`config.mk`:
```
export PLATFORM = sky130hd
export DESIGN_NAME = sbc_serial_bus_ctrl
export DESIGN_NICKNAME = d
export VERILOG_FILES = /design/src/logic/sbc_pkg.sv /design/src/logic/sbc_serial_bus_ctrl.sv
export VERILOG_INCLUDE_DIRS = /design/src /design/src/logic
export SDC_FILE = /design/constraint.sdc
export NUM_CORES = 1
export LEC_CHECK = 0
export ABC_CLOCK_PERIOD_IN_PS = 3400
export BUFFER_PORTS_ARGS = -buffer_cell sky130_fd_sc_hd__buf_2
export CAP_MARGIN = 0
export CORE_MARGIN = 5
export CORE_UTILIZATION = 54
export CTS_CLUSTER_SIZE = 14
export DETAILED_ROUTE_END_ITERATION = 12
export PLACE_DENSITY = 0.76
export SLEW_MARGIN = 5
export SYNTH_ARGS = -nofsm -noshare
export SYNTH_HDL_FRONTEND = slang
export SYNTH_SLANG_ARGS = --single-unit
```
`constraint.sdc`:
```
create_clock -name ref_clk -period 3.4 [get_ports ref_clk]
set_clock_uncertainty 0.15 [all_clocks]
set_input_delay 0.68 -clock ref_clk [delete_from_list [all_inputs] [get_ports ref_clk]]
set_output_delay 0.68 -clock ref_clk [all_outputs]
set_load 0.01 [all_outputs]
```
`src/logic/sbc_params.svh`:
```
`ifndef SBC_PARAMS_SVH
`define SBC_PARAMS_SVH
// register byte offsets on the configuration port
`define SBC_ADDR_DATA 8'hb0
`define SBC_ADDR_INDEX 8'hb1
`define SBC_ADDR_SLAVE 8'hb2
`define SBC_ADDR_CTRL 8'hb3
// control/status field positions
`define SBC_BIT_PSEL 7
`define SBC_BIT_ROME 0
`define SBC_BIT_REQE 1
`define SBC_BIT_TEST 2
`define SBC_BIT_DET 3
// reset values
`define SBC_CTRL_RESET 8'h00
`define SBC_DATA_RESET 8'h00
// timing: quarter of a serial clock period
`define SBC_CLK_NS 10
`define SBC_QTR_NS 2500
`define SBC_QTR_FAST_NS 250
`define SBC_QTR_CYC (`SBC_QTR_NS / `SBC_CLK_NS)
`define SBC_QTR_FAST_CYC (`SBC_QTR_FAST_NS / `SBC_CLK_NS)
// settle time before the clock-line pullup is sampled
`define SBC_DET_NS 1000
`define SBC_DET_CYC (`SBC_DET_NS / `SBC_CLK_NS)
// auto-load source and format
`define SBC_EE_ADDR 7'h50
`define SBC_EE_INDEX 8'h00
`define SBC_EE_HDR 8'ha5
`define SBC_EE_LAST 2'h2
`endif

```
`src/logic/sbc_pkg.sv`:
```
package sbc_pkg;
  // engine states
  typedef enum logic [2:0] {
    SBC_DETECT, SBC_IDLE, SBC_START, SBC_TX, SBC_RX, SBC_STOP
  } sbc_state_t;
  // what follows an acknowledged transmitted byte
  typedef enum logic [1:0] {
    SBC_NEXT_TX, SBC_RESTART, SBC_GO_RX, SBC_GO_STOP
  } sbc_act_t;
  // complete block state
  typedef struct packed {
    sbc_state_t st;
    logic [8:0] qcnt;
    logic [1:0] q;
    logic [3:0] bitn;
    logic [1:0] k;
    logic [1:0] rxcnt;
    logic nack;
    logic is_rd;
    logic short_p;
    logic is_load;
    logic [7:0] shreg;
    logic busy;
    logic rom_busy;
    logic [7:0] data;
    logic [7:0] index;
    logic [7:0] slave;
    logic psel;
    logic det;
    logic test;
    logic req_err;
    logic rom_err;
    logic [15:0] sub_id;
    logic [7:0] rdata;
    logic scl_oe;
    logic sda_oe;
    logic s_scl1;
    logic s_scl2;
    logic s_sda1;
    logic s_sda2;
    logic [7:0] detcnt;
  } sbc_regs_t;
endpackage

```
`src/logic/sbc_serial_bus_ctrl.sv`:
```
// How it works
// - short select: send-byte writes, receive-byte reads
// - short select: index byte never sent
// - slave-address write launches, busy set at once
// - busy held while transfer in progress
// - read byte stored before busy clears
// - eeprom busy flag high during auto-load
// - after reset, clock pullup sets detect bit
// - about 100 kHz, faster when test set
// - missing ack on request sets request error
// - request error cleared by writing one
// - missing ack during auto-load sets load error
// - bad eeprom format sets load error
// - load error cleared by writing one
// - bit six always reads zero
// - sticky bits survive partial reset; global reset clears them
// - slave register: address 7..1, direction bit 0
// - data and index registers feed the transfer
`timescale 1ns/1ps
`include "sbc_params.svh"
module sbc_serial_bus_ctrl (
  input wire logic ref_clk,
  input wire logic reset,
  input wire logic partial_reset,
  input wire logic [7:0] reg_addr,
  input wire logic reg_wr,
  input wire logic reg_rd,
  input wire logic [7:0] reg_wdata,
  output logic [7:0] reg_rdata,
  input wire logic scl_in,
  output logic scl_out,
  output logic scl_oe,
  input wire logic sda_in,
  output logic sda_out,
  output logic sda_oe,
  output logic eeprom_load_busy,
  output logic [15:0] subsystem_id
);
  import sbc_pkg::*;

  ////////////////////////////////////////////////////////////////////////
  // helpers
  // next step after an acknowledged byte
  function automatic sbc_act_t next_act(input logic [1:0] k,
                                        input logic rd, input logic sh);
    sbc_act_t a;
    a = SBC_GO_STOP;
    if (rd && sh)
      a = SBC_GO_RX;
    else if (rd)
      a = (k == 2'h0) ? SBC_NEXT_TX : (k == 2'h1) ? SBC_RESTART : SBC_GO_RX;
    else if (sh)
      a = (k == 2'h0) ? SBC_NEXT_TX : SBC_GO_STOP;
    else
      a = (k == 2'h2) ? SBC_GO_STOP : SBC_NEXT_TX;
    return a;
  endfunction

  // byte to shift out as byte k of the sequence
  function automatic logic [7:0] tx_byte(input logic [1:0] k,
      input logic rd, input logic sh, input logic [6:0] adr,
      input logic [7:0] idx, input logic [7:0] dat);
    logic [7:0] b;
    b = {adr, rd & sh};
    if (k == 2'h1)
      b = sh ? dat : idx;
    else if (k == 2'h2)
      b = rd ? {adr, 1'b1} : dat;
    return b;
  endfunction

  ////////////////////////////////////////////////////////////////////////
  // state
  localparam sbc_regs_t RST = '{st: SBC_DETECT, data: `SBC_DATA_RESET,
    index: `SBC_DATA_RESET, slave: `SBC_DATA_RESET, default: '0};
  localparam logic [8:0] QN = 9'(`SBC_QTR_CYC);
  localparam logic [8:0] QF = 9'(`SBC_QTR_FAST_CYC);
  localparam logic [7:0] DC = 8'(`SBC_DET_CYC);
  sbc_regs_t r; // registered state
  sbc_regs_t n; // next state
  logic tick; // end of a quarter bit
  logic end3; // end of a whole bit
  logic [6:0] adr; // target address in use
  logic [7:0] idx; // byte address in use
  logic [7:0] rxb; // byte with newest bit in
  logic [7:0] ctrl; // control/status read view

  // quarter length follows the test bit
  assign tick = r.qcnt == ((r.test ? QF : QN) - 9'h001);
  assign end3 = tick && (r.q == 2'h3);
  assign adr = r.is_load ? `SBC_EE_ADDR : r.slave[7:1];
  assign idx = r.is_load ? `SBC_EE_INDEX : r.index;
  assign rxb = {r.shreg[6:0], r.s_sda2};
  // reserved bit six wired to zero
  assign ctrl = {r.psel, 1'b0, r.busy, r.rom_busy, r.det, r.test,
                 r.req_err, r.rom_err};

  ////////////////////////////////////////////////////////////////////////
  // next-state logic
  always_comb
  begin
    n = r;
    // two-flop synchronisers for the pins
    n.s_scl1 = scl_in;
    n.s_scl2 = r.s_scl1;
    n.s_sda1 = sda_in;
    n.s_sda2 = r.s_sda1;
    // quarter timer runs only while the engine works
    if (tick || r.st == SBC_IDLE || r.st == SBC_DETECT)
      n.qcnt = 9'h000;
    else
      n.qcnt = r.qcnt + 9'h001;
    if (tick)
      n.q = r.q + 2'h1;
    // register writes; sticky clears come before engine sets
    if (reg_wr)
    begin
      case (reg_addr)
        `SBC_ADDR_DATA:
          if (!r.busy)
            n.data = reg_wdata;
        `SBC_ADDR_INDEX:
          if (!r.busy)
            n.index = reg_wdata;
        `SBC_ADDR_SLAVE:
          // launch; a write during a transfer is dropped
          if (!r.busy)
          begin
            n.slave = reg_wdata;
            n.busy = 1'b1;
          end
        `SBC_ADDR_CTRL:
        begin
          n.psel = reg_wdata[`SBC_BIT_PSEL];
          n.det = reg_wdata[`SBC_BIT_DET];
          n.test = reg_wdata[`SBC_BIT_TEST];
          if (reg_wdata[`SBC_BIT_REQE])
            n.req_err = 1'b0;
          if (reg_wdata[`SBC_BIT_ROME])
            n.rom_err = 1'b0;
        end
        default:
          n.rdata = r.rdata; // unmapped writes ignored
      endcase
    end
    // registered read data, unmapped reads zero
    if (reg_rd)
    begin
      case (reg_addr)
        `SBC_ADDR_DATA: n.rdata = r.data;
        `SBC_ADDR_INDEX: n.rdata = r.index;
        `SBC_ADDR_SLAVE: n.rdata = r.slave;
        `SBC_ADDR_CTRL: n.rdata = ctrl;
        default: n.rdata = 8'h00;
      endcase
    end
    // serial engine
    case (r.st)
      SBC_DETECT:
      begin
        // let the pullup settle, then sample the clock line
        n.detcnt = r.detcnt + 8'h01;
        if (r.detcnt == DC - 8'h01)
        begin
          n.det = r.s_scl2;
          n.st = r.s_scl2 ? SBC_START : SBC_IDLE;
          n.rom_busy = r.s_scl2;
          n.is_load = r.s_scl2;
          n.is_rd = 1'b1;
          n.short_p = 1'b0;
          n.k = 2'h0;
          n.rxcnt = 2'h0;
        end
      end
      SBC_IDLE:
      begin
        n.q = 2'h0;
        // a pending request starts once the bus is free
        if (r.busy)
        begin
          n.st = SBC_START;
          n.is_rd = r.slave[0];
          n.short_p = r.psel;
          n.k = 2'h0;
          n.rxcnt = 2'h0;
        end
      end
      SBC_START:
      begin
        // data falls while the clock is high
        n.scl_oe = r.q == 2'h0;
        n.sda_oe = r.q[1];
        if (end3)
        begin
          n.st = SBC_TX;
          n.bitn = 4'h0;
          n.shreg = tx_byte(r.k, r.is_rd, r.short_p, adr, idx, r.data);
        end
      end
      SBC_TX:
      begin
        n.scl_oe = !r.q[1];
        // data moves only once the clock has been low a cycle, so a
        // bit change can never pose as a start or stop
        if (r.scl_oe)
          n.sda_oe = (r.bitn != 4'h8) && !r.shreg[7];
        if (end3)
        begin
          if (r.bitn != 4'h8)
          begin
            n.shreg = {r.shreg[6:0], 1'b0};
            n.bitn = r.bitn + 4'h1;
          end
          else if (r.s_sda2)
          begin
            // no acknowledge: flag it and give the bus back
            if (r.is_load)
              n.rom_err = 1'b1;
            else
              n.req_err = 1'b1;
            n.st = SBC_STOP;
          end
          else
          begin
            n.k = r.k + 2'h1;
            n.bitn = 4'h0;
            case (next_act(r.k, r.is_rd, r.short_p))
              SBC_NEXT_TX:
                n.shreg = tx_byte(r.k + 2'h1, r.is_rd, r.short_p, adr, idx,
                                  r.data);
              SBC_RESTART: n.st = SBC_START;
              SBC_GO_RX: n.st = SBC_RX;
              default: n.st = SBC_STOP;
            endcase
          end
        end
      end
      SBC_RX:
      begin
        n.scl_oe = !r.q[1];
        // same hold as on transmit: ack moves behind the clock fall
        if (r.scl_oe)
          n.sda_oe = (r.bitn == 4'h8) && !r.nack;
        if (end3)
        begin
          if (r.bitn != 4'h8)
          begin
            n.shreg = rxb;
            n.bitn = r.bitn + 4'h1;
            if (r.bitn == 4'h7)
            begin
              // last byte or bad header ends with no acknowledge
              n.nack = !r.is_load || r.rxcnt == `SBC_EE_LAST ||
                       (r.rxcnt == 2'h0 && rxb != `SBC_EE_HDR);
              if (r.is_load && r.rxcnt == 2'h0 && rxb != `SBC_EE_HDR)
                n.rom_err = 1'b1;
            end
          end
          else
          begin
            if (!r.is_load)
              n.data = r.shreg;
            else if (r.rxcnt == 2'h1)
              n.sub_id[7:0] = r.shreg;
            else if (r.rxcnt == 2'h2)
              n.sub_id[15:8] = r.shreg;
            n.bitn = 4'h0;
            n.rxcnt = r.rxcnt + 2'h1;
            if (r.nack)
              n.st = SBC_STOP;
          end
        end
      end
      SBC_STOP:
      begin
        // data rises while the clock is high
        n.scl_oe = r.q == 2'h0;
        // pull data low only after the clock is already low
        n.sda_oe = (r.q == 2'h0) ? r.scl_oe : !r.q[1];
        if (end3)
        begin
          n.st = SBC_IDLE;
          n.busy = r.is_load ? r.busy : 1'b0;
          n.rom_busy = 1'b0;
          n.is_load = 1'b0;
        end
      end
      default:
        n.st = SBC_IDLE;
    endcase
    // partial reset aborts the engine unless it is in bus detect; sticky bits survive
    if (partial_reset)
    begin
      if (r.st != SBC_DETECT)
        n.st = SBC_IDLE;
      n.busy = 1'b0;
      n.rom_busy = 1'b0;
      n.is_load = 1'b0;
      n.scl_oe = 1'b0;
      n.sda_oe = 1'b0;
    end
  end

  ////////////////////////////////////////////////////////////////////////
  // state register; global reset clears sticky bits, partial reset does not
  always_ff @(posedge ref_clk or posedge reset)
  begin
    if (reset)
      r <= RST;
    else
      r <= n;
  end

  // open-drain pins: only ever pull low
  assign scl_out = 1'b0;
  assign sda_out = 1'b0;
  assign scl_oe = r.scl_oe;
  assign sda_oe = r.sda_oe;
  assign reg_rdata = r.rdata;
  assign eeprom_load_busy = r.rom_busy;
  assign subsystem_id = r.sub_id;
endmodule // sbc_serial_bus_ctrl

```
==> impl_results.md <==
* Initial Util at 0.545
* Initial antenna violation count at 0
* DPL Wire Length at 9.59 mm
* Hold WC Path Type: reg2reg
* Area growth, synth to finish at 6.09%
* Vias at 4318
* Largest net degree at the start of global routing at 103
* Worst vdd ir at 0.000349 V
* Fin crit period at 2.83 ns
* Total Wirelength at between 10 and 15 mm
* Clock buffer depth at 2
* Min-delay src: n[10]
* Critical Path RT at between 3 and 4 ns
* Routed Antenna Nets at 0
* Syn avg cell area at approximately 10 um2
* Clock root buffer master: clkbuf_8
* Synth Area in XOR/XNOR at 0.0239
* Worst r2r src: r[84]
* Share of cells above drive strength 1 at 0.243
* Post-synthesis mux area share at 0.160
* RSZ-0062 raised after global routing: false
* Final net count at 615
* Die Footprint at around 13000 um2
* Antenna cells at 0
* Yosys cell types at 62
* Slew Viols, Final at 0
* Worst setup EP type: register
* TritonCTS Sinks at a little over 100
* FF+latch count, synth at around 100
* Setup tns final at 0 ns
* Tcrit/Tclk final at 0.832
* Die height at ~110 um
* Vias/cell at between 5 and 6
* Chip Width at 114 um
* R2r endpoint: r[73]
* Startpoint Class: register
* Final WS setup at 0.570 ns
* Synth Cell Area at 5850 um2
* CTS tree: built
* Final GP Congestion at about 0.89
* Top FF cell, synth: dfrtp_1
* Htree depth at 3
* Cts bufs inserted at 9
* CP Max Fanout at 17
* Post-CTS resize count at 0
* Total core area at 10700 um2
* Io pins at 52
* P_leak at about 0.0028 uW
* Cell Rows at 38
* Achievable frequency at roughly 350 MHz
* DR DRC count at 0
* Synth Area in Compound Gates at 0.127
* Post-Synth Simple-Gate Area at 0.155
* WHS Endpoint: r[10]
* Vias in the first global route at ~4400
* Power per cell area at between 300 and 400 nW/um2
* IO Port Bufs at between 40 and 50
* Clock Latency Late Sink at roughly 0.4 ns
* Largest family of logic cells by synthesized area: multiplexers
* Synth Area in Adders at 0.0278
* WS Path Type: reg2reg
* Asr flop ratio synth at 1.00
* Most common cell after layout, fill and taps aside: dfrtp_1
* Max-slew headroom at 0.431
* Initial drt markers at 356
* Clock-pin transition on the worst setup and hold timing paths at roughly 0.090 ns
* Fin. Hold Viols at 0
* GRT Total Usage at 0.213
* Cells after Synth at 562
* Max-cap check violation count at 0
* Worst R2R Setup Slack at about 0.57 ns
* DR WL/cell at 18.1 um
* Wire length of the first global-routing pass at around 22 mm
* GRT overflow at 0
* First-pass detailed-route iteration total at 5
* Post-synthesis sequential area ratio at 0.436
* Hold Slack at about 0.20 ns
* Post-synth EDFFs at 0
* Critical Path AT at 2.95 ns
* Commonest cells after routing, fill and taps aside: dfrtp_1, mux2_2, buf_2, nor2_1, inv_1
* Hold Buf Count CTS at 0
* Final setup fails at 0
* Ys Warns at 0
* Status: completed
* Pre-CTS setup slack at 0.592 ns
* Worst slew pin tran at about 0.83 ns
* Post-CTS Setup Inserts at 0
* R2R depth at 7
* Worst hold path cell count at 0
## synth_stat cells (all sizes together) (13+ instances only)
| cell | n | share of area |
|---|---|---|
| nand3 | 18 | 0.015 |
| nand2 | 29 | 0.019 |
| nor2 | 41 | 0.027 |
| a21oi | 19 | 0.016 |
| clkbuf | 19 | 0.012 |
| mux2 | 54 | 0.10 |
| dfrtp | 102 | 0.44 |
| inv | 34 | 0.022 |
| buf | 29 | 0.036 |
| o211ai | 13 | 0.017 |
| ha | 13 | 0.028 |
| mux2i | 17 | 0.029 |
| o21ai | 27 | 0.023 |
## per-stage QoR
stage               utilization  instances  area (um2)  total power, uW
global placement          0.562        708        6040             1620
floorplan                     -        563        5860             1550
global route              0.578        724        6210             2430
CTS                       0.578        724        6210             2330
detailed placement        0.562        708        6040             1640
finish                    0.578        724        6210             2300
## power by group
| part | internal (uW) | switching, uW |
|---|---|---|
| sequential | 1270 | 76.6 |
| clock | 288 | 405 |
| combinational | 130 | 135 |
## per-layer routing
metal  GRT usage  part of all wire
met1       0.282              0.44
met3      0.0492             0.049
met4      0.0610             0.017
met2       0.353              0.49
met5           0                 0
## state kept, by name, summed over array words and instances, names as in the netlist
signal,count
n,2
r,68
sda_oe,1
subsystem_id,16
reg_rdata,8
scl_oe,1
ctrl,6
## how the worst max path moves through the flow
stage,startpoint,end,cells after the start
after floorplan,r[91],r[69],5
after global placement,r[84],r[70],7
after CTS,r[84],r[73],7
after global routing,r[84],r[73],7
after detailed placement,r[84],r[76],7
final,r[84],r[73],7
## cells by family after synthesis
family                   after synthesis
AND/OR/NAND/NOR                      161
AO/OA/AOI/OAI                        109
flip-flops                           102
buffers and inverters                 82
multiplexers                          78
XOR/XNOR                              16
adder cells (fa/ha/maj)               13
other                                  1
## worst max-delay path, stage by stage (launching register included)
cell and delay [ns]:
dfrtp_1 0.43, inv_1 0.12, ha_1 0.54, nor2_1 0.18
o31ai_1 0.22, o21ai_0 0.18, a211oi_4 0.49, mux2_2 0.39
## area by class of cell
| cell class | instances | area, um2 |
|---|---|---|
| inverters | 34 | 131 |
| multi-input cells | 379 | 2890 |
| fillers | 948 | 4540 |
| clock buffers | 13 | 149 |
| repair buffers | 53 | 288 |
| flip-flops and latches | 102 | 2550 |
| clock inverters | 3 | 18.8 |
| well taps | 140 | 175 |
Note: power is estimated with default switching activity, not from simulation.
